--- config.mk ---
export PLATFORM = sky130hd
export DESIGN_NAME = sqd_device_flat
export DESIGN_NICKNAME = d
export VERILOG_FILES = /design/src/sqd_pkg.sv /design/src/sqd_link_if.sv /design/src/sqd_device.sv /design/src/flat_wrapper.sv
export SDC_FILE = /design/constraint.sdc
export NUM_CORES = 1
export LEC_CHECK = 0
export BUFFER_PORTS_ARGS = -buffer_cell sky130_fd_sc_hd__buf_2
export CORE_MARGIN = 4
export CORE_UTILIZATION = 68
export CTS_BUF_LIST = sky130_fd_sc_hd__clkbuf_8
export DETAILED_ROUTE_END_ITERATION = 8
export GPL_ROUTABILITY_DRIVEN = 1
export PLACE_DENSITY = 0.86
export SYNTH_ARGS = -nofsm -noshare
export SYNTH_HDL_FRONTEND = slang
export SYNTH_SLANG_ARGS = --single-unit
--- constraint.sdc ---
create_clock -name CLOCK -period 6 [get_ports CLOCK]
set_input_delay 0.9 -clock CLOCK [delete_from_list [all_inputs] [get_ports CLOCK]]
set_output_delay 0.9 -clock CLOCK [all_outputs]
set_load 0.01 [all_outputs]
--- src/sqd_pkg.sv ---
package sqd_pkg;
    localparam int NUM_CH = 8;
    localparam int CLK_NS = 25;
    // ****************************************
    // serial frame: wr, addr, data, 00, odd parity
    // ****************************************
    localparam int FRAME_W = 16;
    localparam int F_WR = 15;
    localparam int F_ADDR_LO = 11;
    localparam int F_DATA_LO = 3;
    localparam logic [4:0] FRAME_BITS = 5'h10;
    // ****************************************
    // device register addresses
    // ****************************************
    localparam logic [3:0] A_CFG = 4'h0;
    localparam logic [3:0] A_KEY = 4'h1;
    localparam logic [3:0] A_HS_ON = 4'h2;
    localparam logic [3:0] A_LS_ON = 4'h3;
    localparam logic [3:0] A_LS_OFF = 4'h4;
    localparam logic [3:0] A_STATUS = 4'h5;
    localparam logic [3:0] A_EXPIRED = 4'h6;
    localparam logic [3:0] A_THERMAL = 4'h7;
    localparam logic [3:0] A_ONTIME0 = 4'h8;
    localparam int CFG_HS_HIGH = 0;
    localparam int CFG_LS_HW = 1;
    localparam logic [7:0] ARM_KEY = 8'hA5;
    localparam logic [7:0] ONTIME_RST = 8'h00;
    localparam logic [7:0] CFG_RST = 8'h02;
    // ****************************************
    // timing
    // ****************************************
    localparam int ONTIME_STEP_NS = 32160;
    localparam int STEP_CYC = ONTIME_STEP_NS / CLK_NS;
    localparam int LS_OFF_DELAY_NS = 100000;
    localparam int LS_OFF_CYC = LS_OFF_DELAY_NS / CLK_NS;
    localparam int SCLK_HALF_NS = 100;
    localparam int SCLK_HALF_CYC = SCLK_HALF_NS / CLK_NS;
    // ****************************************
    // controller apb map
    // ****************************************
    localparam logic [7:0] H_CMD = 8'h00;
    localparam logic [7:0] H_RESP = 8'h04;
    localparam logic [7:0] H_CTRL = 8'h08;
    localparam logic [7:0] H_IRQ_STAT = 8'h0C;
    localparam logic [7:0] H_IRQ_MASK = 8'h10;
    localparam int IRQ_DONE = 0;
    localparam int IRQ_PERR = 1;
    typedef enum {SQD_IDLE, SQD_LEAD, SQD_HIGH, SQD_LOW, SQD_TAIL, SQD_GAP} sqd_spi_type;
endpackage

--- src/sqd_link_if.sv ---
interface sqd_link_if;
    logic sclk;
    logic cs_n;
    logic mosi;
    logic miso;
    logic arm_enable_input;
    logic safing_watchdog_input;
    logic reset_n;
    modport device (input sclk, input cs_n, input mosi, output miso, input arm_enable_input,
        input safing_watchdog_input, input reset_n);
    modport host (output sclk, output cs_n, output mosi, input miso, output arm_enable_input,
        output safing_watchdog_input, output reset_n);
endinterface

--- src/sqd_device.sv ---
module sqd_device (
    input wire logic CLOCK,
    input wire logic SYS_RST,
    sqd_link_if.device LINK,
    input wire logic [sqd_pkg::NUM_CH-1:0] OVER_TEMP,
    output logic [sqd_pkg::NUM_CH-1:0] HIGH_SIDE_SWITCH,
    output logic [sqd_pkg::NUM_CH-1:0] LOW_SIDE_SWITCH,
    output logic [sqd_pkg::NUM_CH-1:0] HS_DEPLOY_LEVEL,
    output logic [sqd_pkg::NUM_CH-1:0] LS_DEPLOY_LEVEL,
    output logic HS_HIGH_LIMIT
);
    import sqd_pkg::*;
    // ****************************************
    // input synchronisers
    // ****************************************
    localparam int SW = 6 + NUM_CH;
    // idle link in reset: select high, device reset held until the pin is seen high
    localparam logic [SW-1:0] SYNC_RST = {6'h10, {NUM_CH{1'b0}}};
    logic [SW-1:0] sync1;
    logic [SW-1:0] sync2;
    logic sclk_s, cs_s, mosi_s, arm_s, safe_s, rstn_s;
    logic [NUM_CH-1:0] hot_s;
    logic sclk_d, cs_d;
    logic rst;
    always_ff @(posedge CLOCK)
    begin
        if (SYS_RST)
        begin
            sync1 <= SYNC_RST;
            sync2 <= SYNC_RST;
        end
        else
        begin
            sync1 <= {LINK.sclk, LINK.cs_n, LINK.mosi, LINK.arm_enable_input,
                LINK.safing_watchdog_input, LINK.reset_n, OVER_TEMP};
            sync2 <= sync1;
        end
    end
    assign {sclk_s, cs_s, mosi_s, arm_s, safe_s, rstn_s, hot_s} = sync2;
    assign rst = SYS_RST | ~rstn_s;
    always_ff @(posedge CLOCK)
    begin
        if (rst)
        begin
            sclk_d <= 1'b0;
            cs_d <= 1'b1;
        end
        else
        begin
            sclk_d <= sclk_s;
            cs_d <= cs_s;
        end
    end
    // ****************************************
    // serial slave
    // ****************************************
    logic [FRAME_W-1:0] rx;
    logic [FRAME_W-1:0] tx;
    logic [FRAME_W-1:0] resp;
    logic [4:0] bit_cnt;
    logic frame_end, frame_ok, wr_exec;
    logic [3:0] f_addr;
    logic [7:0] f_data;
    logic [7:0] rdata;
    logic [3:0] last_addr;
    assign frame_end = ~cs_d & cs_s;
    assign frame_ok = frame_end && bit_cnt == FRAME_BITS && ^rx;
    assign f_addr = rx[F_ADDR_LO +: 4];
    assign f_data = rx[F_DATA_LO +: 8];
    assign wr_exec = frame_ok & rx[F_WR];
    always_ff @(posedge CLOCK)
    begin
        if (rst)
        begin
            rx <= '0;
            bit_cnt <= '0;
        end
        else if (cs_d & ~cs_s)
            bit_cnt <= '0;
        else if (~cs_s & sclk_s & ~sclk_d)
        begin
            rx <= {rx[FRAME_W-2:0], mosi_s};
            if (bit_cnt != 5'h1F)
                bit_cnt <= bit_cnt + 5'h01;
        end
    end
    // answer is the register named by the previous good frame
    always_ff @(posedge CLOCK)
    begin
        if (rst)
            tx <= '0;
        else if (cs_d & ~cs_s)
            tx <= resp;
        else if (~cs_s & ~sclk_s & sclk_d)
            tx <= {tx[FRAME_W-2:0], 1'b0};
    end
    assign LINK.miso = tx[FRAME_W-1];
    always_ff @(posedge CLOCK)
    begin
        if (rst)
            last_addr <= A_STATUS;
        else if (frame_ok)
            last_addr <= f_addr;
    end
    always_comb
    begin
        resp = {1'b0, last_addr, rdata, 3'b000};
        resp[0] = ~^resp;
    end
    // ****************************************
    // configuration registers
    // ****************************************
    logic [7:0] cfg;
    logic key_ok, perr, allow;
    logic [7:0] ontime [NUM_CH];
    always_ff @(posedge CLOCK)
    begin
        if (rst)
            cfg <= CFG_RST;
        else if (wr_exec && f_addr == A_CFG)
            cfg <= f_data;
    end
    always_ff @(posedge CLOCK)
    begin
        if (rst)
            key_ok <= 1'b0;
        else if (wr_exec && f_addr == A_KEY)
            key_ok <= f_data == ARM_KEY;
    end
    always_ff @(posedge CLOCK)
    begin
        if (rst)
            perr <= 1'b0;
        else if (frame_end && !frame_ok)
            perr <= 1'b1;
        else if (wr_exec && f_addr == A_STATUS && f_data[0])
            perr <= 1'b0;
    end
    always_ff @(posedge CLOCK)
    begin
        if (rst)
            ontime <= '{default: ONTIME_RST};
        else if (wr_exec && f_addr[3])
            ontime[f_addr[2:0]] <= f_data;
    end
    assign allow = key_ok & arm_s & ~safe_s;
    assign HS_HIGH_LIMIT = cfg[CFG_HS_HIGH];
    // ****************************************
    // on-time prescaler, one step ~32 us
    // ****************************************
    logic [11:0] step_cnt;
    logic tick;
    assign tick = step_cnt == 12'(STEP_CYC - 1);
    always_ff @(posedge CLOCK)
    begin
        if (rst | tick)
            step_cnt <= '0;
        else
            step_cnt <= step_cnt + 12'h001;
    end
    // ****************************************
    // per-channel deploy control
    // ****************************************
    logic [NUM_CH-1:0] hs, ls, ls_wait, expired, thermal;
    genvar i;
    generate
        for (i = 0; i < NUM_CH; i++)
        begin : g_ch
            logic [7:0] fire_cnt;
            logic [11:0] dly;
            logic stop;
            // shared tick: fire time may run up to one step long
            assign stop = hs[i] & (hot_s[i] | (tick && fire_cnt == ontime[i]));
            always_ff @(posedge CLOCK)
            begin
                if (rst | ~allow)
                    hs[i] <= 1'b0;
                else if (stop)
                    hs[i] <= 1'b0;
                else if (wr_exec && f_addr == A_HS_ON && f_data[i])
                    hs[i] <= 1'b1;
            end
            always_ff @(posedge CLOCK)
            begin
                if (rst | ~hs[i])
                    fire_cnt <= '0;
                else if (tick)
                    fire_cnt <= fire_cnt + 8'h01;
            end
            always_ff @(posedge CLOCK)
            begin
                if (rst)
                begin
                    expired[i] <= 1'b0;
                    thermal[i] <= 1'b0;
                end
                else if (stop)
                begin
                    expired[i] <= ~hot_s[i];
                    thermal[i] <= hot_s[i];
                end
                else if (wr_exec && f_addr == A_HS_ON && f_data[i])
                begin
                    expired[i] <= 1'b0;
                    thermal[i] <= 1'b0;
                end
            end
            always_ff @(posedge CLOCK)
            begin
                if (rst | ~ls[i])
                    ls_wait[i] <= 1'b0;
                else if (stop && cfg[CFG_LS_HW])
                    ls_wait[i] <= 1'b1;
            end
            always_ff @(posedge CLOCK)
            begin
                if (rst | ~ls_wait[i])
                    dly <= '0;
                else
                    dly <= dly + 12'h001;
            end
            always_ff @(posedge CLOCK)
            begin
                if (rst | ~allow)
                    ls[i] <= 1'b0;
                else if (ls_wait[i] && dly == 12'(LS_OFF_CYC - 1))
                    ls[i] <= 1'b0;
                else if (wr_exec && f_addr == A_LS_OFF && f_data[i])
                    ls[i] <= 1'b0;
                else if (wr_exec && f_addr == A_LS_ON && f_data[i])
                    ls[i] <= 1'b1;
            end
        end
    endgenerate
    assign HIGH_SIDE_SWITCH = hs;
    assign LOW_SIDE_SWITCH = ls;
    // diagnostic level whenever not firing; low side limit is fixed
    assign HS_DEPLOY_LEVEL = hs;
    assign LS_DEPLOY_LEVEL = ls;
    // ****************************************
    // read mux
    // ****************************************
    always_comb
    begin
        case (last_addr)
            A_CFG: rdata = cfg;
            A_KEY: rdata = {7'h00, key_ok};
            A_HS_ON: rdata = hs;
            A_LS_ON: rdata = ls;
            A_STATUS: rdata = {4'h0, safe_s, arm_s, allow, perr};
            A_EXPIRED: rdata = expired;
            A_THERMAL: rdata = thermal;
            default: rdata = last_addr[3] ? ontime[last_addr[2:0]] : 8'h00;
        endcase
    end
endmodule

--- src/flat_wrapper.sv ---
// flat-port wrapper written by rule: the top's interface ports become plain ports
module sqd_device_flat import sqd_pkg::*;
  (CLOCK, SYS_RST, OVER_TEMP, HIGH_SIDE_SWITCH, LOW_SIDE_SWITCH, HS_DEPLOY_LEVEL, LS_DEPLOY_LEVEL, HS_HIGH_LIMIT, LINK_sclk, LINK_cs_n, LINK_mosi, LINK_miso, LINK_arm_enable_input, LINK_safing_watchdog_input, LINK_reset_n);
  sqd_link_if LINK_i ();
  input wire logic CLOCK;
  input wire logic SYS_RST;
  input wire logic [sqd_pkg::NUM_CH-1:0] OVER_TEMP;
  output logic [sqd_pkg::NUM_CH-1:0] HIGH_SIDE_SWITCH;
  output logic [sqd_pkg::NUM_CH-1:0] LOW_SIDE_SWITCH;
  output logic [sqd_pkg::NUM_CH-1:0] HS_DEPLOY_LEVEL;
  output logic [sqd_pkg::NUM_CH-1:0] LS_DEPLOY_LEVEL;
  output logic HS_HIGH_LIMIT;
  input wire logic [$bits(LINK_i.sclk)-1:0] LINK_sclk;
  input wire logic [$bits(LINK_i.cs_n)-1:0] LINK_cs_n;
  input wire logic [$bits(LINK_i.mosi)-1:0] LINK_mosi;
  output wire logic [$bits(LINK_i.miso)-1:0] LINK_miso;
  input wire logic [$bits(LINK_i.arm_enable_input)-1:0] LINK_arm_enable_input;
  input wire logic [$bits(LINK_i.safing_watchdog_input)-1:0] LINK_safing_watchdog_input;
  input wire logic [$bits(LINK_i.reset_n)-1:0] LINK_reset_n;
  assign LINK_i.sclk = LINK_sclk;
  assign LINK_i.cs_n = LINK_cs_n;
  assign LINK_i.mosi = LINK_mosi;
  assign LINK_miso = LINK_i.miso;
  assign LINK_i.arm_enable_input = LINK_arm_enable_input;
  assign LINK_i.safing_watchdog_input = LINK_safing_watchdog_input;
  assign LINK_i.reset_n = LINK_reset_n;
  sqd_device u_core (.CLOCK(CLOCK), .SYS_RST(SYS_RST), .LINK(LINK_i), .OVER_TEMP(OVER_TEMP), .HIGH_SIDE_SWITCH(HIGH_SIDE_SWITCH), .LOW_SIDE_SWITCH(LOW_SIDE_SWITCH), .HS_DEPLOY_LEVEL(HS_DEPLOY_LEVEL), .LS_DEPLOY_LEVEL(LS_DEPLOY_LEVEL), .HS_HIGH_LIMIT(HS_HIGH_LIMIT));
endmodule
# Word-level counts from Yosys, hierarchy flattened
# Index checks and enable logic that the tools add are counted.
dict set report op_classes {
  add_sub_neg 18
  order_cmp 3
  eq_ne 31
  muxes 36
  n_bitwise 94
  reduce_logical 94
}
# operator count
set ops {}
lappend ops {{$add 12x1->12 const B} 9}
lappend ops {{$eq 12x12->1 const B} 8}
lappend ops {{$add 8x1->8 const B} 8}
lappend ops {{$bwmux 64} 1}
lappend ops {{$eq 8x8->1} 8}
lappend ops {{$logic_and 1x1->1} 60}
lappend ops {{$pmux 8 s7} 1}
lappend ops {{$not 1->1} 40}
lappend ops {{$or 1x1->1} 35}
lappend ops {{$mux 8} 4}
lappend ops {{$mux 15} 2}
lappend ops {{$mux 1} 26}
lappend ops {{$bmux 8 s3} 1}
lappend ops {{$demux 8 s3} 1}
lappend ops {{$reduce_or 3->1} 8}
lappend ops {{$eq 4x3->1 const B} 5}
lappend ops {{$reduce_bool 2->1} 10}
lappend ops {{$reduce_or 2->1} 9}
lappend ops {{$and 1x1->1} 17}
lappend ops {{$eq 4x2->1 const B} 4}
lappend ops {{$reduce_xnor 16->1} 1}
lappend ops {{$reduce_xor 16->1} 1}
lappend ops {{$eq 12x11->1 const B} 1}
lappend ops {{$eq 4x1->1 const B} 2}
lappend ops {{other kinds (10)} 14}
dict set report word_totals {
  register_bits 357
  input_bits 16
}

# Longest topological paths before layout
dict set report logic_depth {
  ltp_word 9
  mapped_depth 12
}

# Worst setup path before layout
# Ideal clock, no wire load.
dict set report synth_path {
  path_kind {register -> register}
  start {reg u_core.rx[12]}
  end {reg u_core.thermal[4]}
  setup_ns 0.128
  t_arrival_ns 2.544
  required_ns 5.872
  slack_ns 3.328
  stages_incl_launch_ff 13
  path_buffers 2
  cell_sequence {dfxtp_1 clkbuf_1 inv_1 ha_1 xnor2_1 xnor2_1 xnor3_2 nand4b_4 nor2_2 buf_2 nand2_1 a32oi_1 nor2_1}
}
dict set report synth_via {
  elab_chain_len 6
  word_cells_on_any_way 7
}
# element line
set synth_lines {}
lappend synth_lines {{start: declaration} sqd_device.sv:57} ;# logic [FRAME_W-1:0] rx;
lappend synth_lines {{start signal: assignment} sqd_device.sv:82} ;# rx <= {rx[FRAME_W-2:0], mosi_s};
lappend synth_lines {{$reduce_xor 16->1} sqd_device.sv:67} ;# assign frame_ok = frame_end && bit_cnt == FRAME_BITS && ^rx;
lappend synth_lines {{$logic_and 1x1->1} sqd_device.sv:67}
lappend synth_lines {{$and 1x1->1} sqd_device.sv:70} ;# assign wr_exec = frame_ok & rx[F_WR];
lappend synth_lines {{$logic_and 1x1->1 (*) (2 in a row)} sqd_device.sv:202} ;# else if (wr_exec && f_addr == A_HS_ON && f_data[i])
lappend synth_lines {{$reduce_bool 2->1 (no line) (*)} --}
lappend synth_lines {{end signal: indexed assignment} sqd_device.sv:200} ;# thermal[i] <= hot_s[i];
lappend synth_lines {{end: declaration} sqd_device.sv:164} ;# logic [NUM_CH-1:0] hs, ls, ls_wait, expired, thermal;
# Every way passes the cells marked *; elsewhere a longest branch is shown, timed or not.
# A chain may end at the register's enable or synchronous reset.

# Final worst setup path
dict set report layout_path {
  start {reg u_core.rx[6]}
  end {reg u_core.ls[3] (netlist: u_core.LOW_SIDE_SWITCH[3])}
}
dict set report layout_via {
  elab_chain_len 6
  word_cells_on_any_way 8
}
# element line
set layout_lines {}
lappend layout_lines {{$reduce_xor 16->1} sqd_device.sv:67}
lappend layout_lines {{$logic_and 1x1->1} sqd_device.sv:67}
lappend layout_lines {{$and 1x1->1} sqd_device.sv:70}
lappend layout_lines {{$logic_and 1x1->1 (2 in a row)} sqd_device.sv:228} ;# else if (wr_exec && f_addr == A_LS_OFF && f_data[i])
lappend layout_lines {{$reduce_or 3->1 (no line)} --}
lappend layout_lines {{end signal: indexed assignment} sqd_device.sv:227} ;# ls[i] <= 1'b0;
lappend layout_lines {{end signal: indexed assignment} sqd_device.sv:229} ;# ls[i] <= 1'b0;
lappend layout_lines {{end signal: indexed assignment} sqd_device.sv:231} ;# ls[i] <= 1'b1;
lappend layout_lines {{end: declaration} sqd_device.sv:164}
# Parallel ways exist; a longest one is shown, timed or not.

==> flow_results.org <==
** GRT
- For this run, the total global-route usage over all layers was measured as 28.2%.
- The number of antenna violations at the first check in global routing came to 0.
- The number of global-route vias before repair is 12186.
- Met3 Usage GRT :: 4.85%
- Met1 layer usage reported by global route :: 36.9%
- Total congestion overflow after global routing :: 0
- Largest net degree at the start of global routing :: 61
- Most used routing layer in global routing :: met2
- Met2 usage :: 46.1%
- Wire length of the first global-routing pass :: 60600 microns

** Timing
- Number of failing setup endpoints in the final timing report :: 0
- Peak clock frequency supported by timing :: roughly 300 MHz
- Total negative slack :: 0 ns
- At the pin with the least slew margin, the transition time is 1.13 ns.
- RSZ-0062 raised after global routing :: no
- The final max-slew violation count came to 0.
- Time the final worst path needs with I/O delays and setup :: 3.31 ns
- Measured against its own limit, the worst slew margin works out to 24.3%.
- In the finished design, the share of the clock period the worst path needs comes to around 55%.
- Between clock sinks in the finished design, the worst skew comes to 0.0261 ns.
- Final Hold Violating Endpoints :: 0
- Least setup slack across all paths after layout :: ~2.7 ns

** Power and ir drop
- Part of the total power dissipated in combinational logic :: 0.8%
- The clock network accounts for between 40 and 50% of the total power.
- For this design the ratio of total power to cell area is around 260 mW/mm^2.
- In this run the static leakage power is 5.98 nW.
- The internal portion of the total power is ~3.5 mW.
- VDD sags by at most 0.000182 V.
- Power dissipated by switching net loads :: 0.945 mW
- Sequential cells burn 53.4% of the power.
- Switching share of power :: between 20% and 30%

** Flow run
- Max-cap violations in this run came to 0.

** Clocking
- Gates resized during post-CTS repair numbered 0.
- Number of levels in the clock H-tree :: 2
- Setup bufs post-CTS :: 0
- Clk Tree Root Cell :: clkbuf_8
- The clock passes through at most 3 buffers.
- The clock drives 357 sinks.
- Hold repair after CTS inserted 0 buffers.
- Counting the buffers created by CTS gives 54.
- TritonCTS clock tree :: done
- Worst-Skew Late Latency :: between 0.5 and 0.6 ns
- After clock tree synthesis, the clock-pin slew on the worst setup and hold paths is 0.07 ns.

** Routing
- In the final routed layout, each cell accounts on average for approximately 18 microns.
- Drt pass-1 iters :: 6
- After detailed routing, the number of vias per cell comes to roughly 6.0.
- DRC violations left :: 0
- Final Routed Wirelength :: between 30000 and 40000 microns
- The detailed router finished its first iteration with 1267 violations.
- In this run the remaining antenna-violating nets after routing total 0.
- The routed layout has 12783 vias.

** Synthesis
- Leading register cell type out of synthesis :: dfxtp_1
- Of all cell types, the one taking the most synthesized area is dfxtp_1.
- Leading post-synthesis cells by instance count :: 357 x dfxtp_1, 266 x nor2_1, 240 x nand2_1
- In this run the cell area of the synthesized design comes to 0.0158 sq mm.
- Post-synthesis average cell area :: 8.75 sq um
- Main area contributors after synthesis :: dfxtp_1 45%, xor2_1 7.5%, nor2_1 6.3%, nand2_1 5.7%, xnor2_1 4.4%
- Flop and latch count out of synthesis :: 357
- Share of the synthesized area in the top cell type :: 45.3%
- In this run, distinct cell masters in the synthesized netlist total 62.
- Counting flops with a built-in enable in the synthesized netlist gives 0.
- Among all cell types in the netlist, the one instantiated most often is dfxtp_1.
- The number of nets in the synthesized netlist is 1846.
- The share of the Yosys chip area taken by registers is 45.3%.
- Synth warn :: 0
- Post-Syn Instances :: 1805
- Share of synthesized flip-flops with an asynchronous set or reset :: 0%

** Floorplanning
- Die X-Extent :: approximately 160 microns
- Pin placement for this block handled 50 I/O pins.
- The die covers 0.0257 sq mm.
- In this run the core area contains 55 standard-cell rows.
- The total area inside the core boundary comes to 0.0227 sq mm.
- The initial utilization of the core area, before any placement, comes to between 60% and 70%.
- Vertical die dimension :: 160 microns

** Run status
- The run finished with clean final reports.

** Setup path
- Critical path peak fanout :: 17
- Worst Reg2Reg Path Length in Cells :: 7
- The worst register-to-register path ends at u_core.LOW_SIDE_SWITCH[3].
- The startpoint identified for the worst register-to-register timing path is u_core.rx[6].
- Critical path's largest stage delay :: 0.88 ns
- Together, buffers and inverters on the worst path number 0.
- Critical path endpoint category :: register
- Kind of cell adding the most delay to the critical path :: simple AND/OR/NAND/NOR gates
- STA puts the critical path data arrival time at between 3 and 4 ns.
- Cell Chain, Critical Path :: xnor2_2, xnor3_1, xnor3_2, nand4_1, nor2_1, a21oi_1, a211oi_1
- The worst register-to-register path has a setup slack of 2.69 ns.
- Category of the worst setup path launch point :: register
- Setup CP Type :: reg -> reg
- The critical path runs through a total of 7 cells.
- Crit. Startpoint :: u_core.rx[6]
- The most critical setup path has its endpoint at u_core.LOW_SIDE_SWITCH[3].
- Among all stages on the critical path, the largest delay is contributed by dfxtp_1.
- Required time of the critical path :: 6.51 ns

** Final layout
- For this run, the share of the core covered by cells in the final layout is 75.4%.
- Inserted Diodes :: 0
- Synth-to-Final Area Change :: 8.36%
- Final nets :: 1853
- In the final layout, the share of cells above drive strength 1 is 9.72%.

** Hold path
- Source of the worst hold timing path :: u_core.sync1[12]
- The path class of the tightest hold or removal check is reg -> reg.
- Count of cells along the worst hold path :: 1

** Place
- HPWL Detailed :: 25700 microns
- Buffers placed on the I/O ports in this run total 49.
- Routability-driven placement finished with a final weighted congestion of 0.959.
- Minimum setup slack after placement :: 2.71 ns
==> power groups by stage <==
stage | registers (mW) | logic [mW] | clock network, mW
3_5_place_dp | 2.44 | 0.0338 | 0
6_report | 2.38 | 0.0339 | 2.05
3_3_place_gp | 2.44 | 0.0332 | 0
5_1_grt | 2.38 | 0.0370 | 2.17
2_1_floorplan | 2.43 | 0.0231 | 0
4_1_cts | 2.38 | 0.0339 | 2.06
==> cells in the final DEF, fill, tap and decap left out, types with 3 or more instances in the layout <==
| master | netlist | final |
|---|---|---|
| nor3_1 | 21 | 21 |
| xor2_1 | 135 | 135 |
| buf_4 | 18 | 5 |
| mux4_2 | 12 | 12 |
| a222oi_1 | 7 | 7 |
| ha_1 | 25 | 25 |
| a21boi_0 | 5 | 5 |
| a31oi_1 | 6 | 6 |
| and2_1 | 3 | 3 |
| mux2_2 | 6 | 6 |
| and3_1 | 27 | 26 |
| a32oi_1 | 3 | 3 |
| nand3_1 | 57 | 57 |
| nor2b_1 | 30 | 29 |
| mux2i_1 | 53 | 53 |
| clkinv_2 | 0 | 5 |
| inv_1 | 29 | 42 |
| nor4_1 | 15 | 15 |
| buf_2 | 12 | 49 |
| or2_2 | 9 | 9 |
| nand2_1 | 240 | 240 |
| nor2_2 | 5 | 5 |
| nand3b_1 | 3 | 3 |
| clkbuf_8 | 0 | 77 |
| nand2b_1 | 7 | 6 |
| xnor2_1 | 80 | 80 |
| o31ai_1 | 11 | 11 |
| nor4b_1 | 3 | 3 |
| dfxtp_1 | 357 | 356 |
| o21ai_0 | 25 | 25 |
| nor2_1 | 266 | 266 |
| or3_1 | 13 | 13 |
| and4_1 | 7 | 7 |
| o22ai_1 | 6 | 6 |
| nand4_1 | 61 | 61 |
| a21oi_1 | 127 | 127 |
| a22oi_1 | 6 | 6 |
| a211oi_1 | 13 | 13 |
==> metal layers <==
metal / up-vias / share of wire (%) / wire (microns)
met1: 6039 / 42 / 15800
met2: 497 / 46 / 17300
li1: 6132 / - / -
met5: - / 0 / 0
met4: 0 / 4.3 / 1610
met3: 115 / 7.2 / 2690
==> metrics by stage <==
step	power [mW]	hold slack [ns]	cell area [sq um]	cells
final	4.47	0.409	17100	2137
after global routing	4.59	0.436	17100	2137
after CTS	4.48	0.413	17100	2137
after detailed placement	2.47	0.394	16000	2041
after global placement	2.47	0.395	16000	2041
after floorplan	2.46	0.389	15800	1805
==> sequential cells by signal, indices dropped and copies added, names as in the netlist, 4 cells and up <==
| name | flops |
|---|---|
| u_core.g_ch.dly | 96 |
| u_core.g_ch.fire_cnt | 64 |
| u_core.ontime | 64 |
| u_core.rx | 16 |
| u_core.tx | 16 |
| u_core.sync1 | 14 |
| u_core.sync2 | 14 |
| u_core.step_cnt | 12 |
| u_core.HIGH_SIDE_SWITCH | 8 |
| u_core.LOW_SIDE_SWITCH | 8 |
| u_core.cfg | 8 |
| u_core.expired | 8 |
| u_core.ls_wait | 8 |
| u_core.thermal | 8 |
| u_core.bit_cnt | 5 |
| u_core.last_addr | 4 |
==> final cells by class <==
class / instances / area [sq um]
inverter: 29 / 109
clock inverter: 19 / 81.3
multi-input combinational: 1316 / 8080
tap: 285 / 357
sequential: 357 / 7150
clock buffer: 77 / 1060
fill: 1564 / 5600
timing repair buffer: 54 / 283
==> logic make-up after synthesis <==
family          share of synthesized area [%]
simple gates                             22.8
fa+ha+maj                                1.98
buf+inv                                  3.72
xor+xnor                                 12.5
flops                                    45.3
compound gates                           8.33
mux                                      5.50
==> worst min path at each step <==
stage                  endpoint  slack, ns
6_report       u_core.sync2[12]       0.41
5_1_grt        u_core.sync2[12]       0.44
4_1_cts        u_core.sync2[12]       0.41
3_5_place_dp   u_core.sync2[12]       0.39
3_3_place_gp   u_core.sync2[12]       0.40
2_1_floorplan  u_core.sync2[12]       0.39
(Power assumes the default switching activity.)
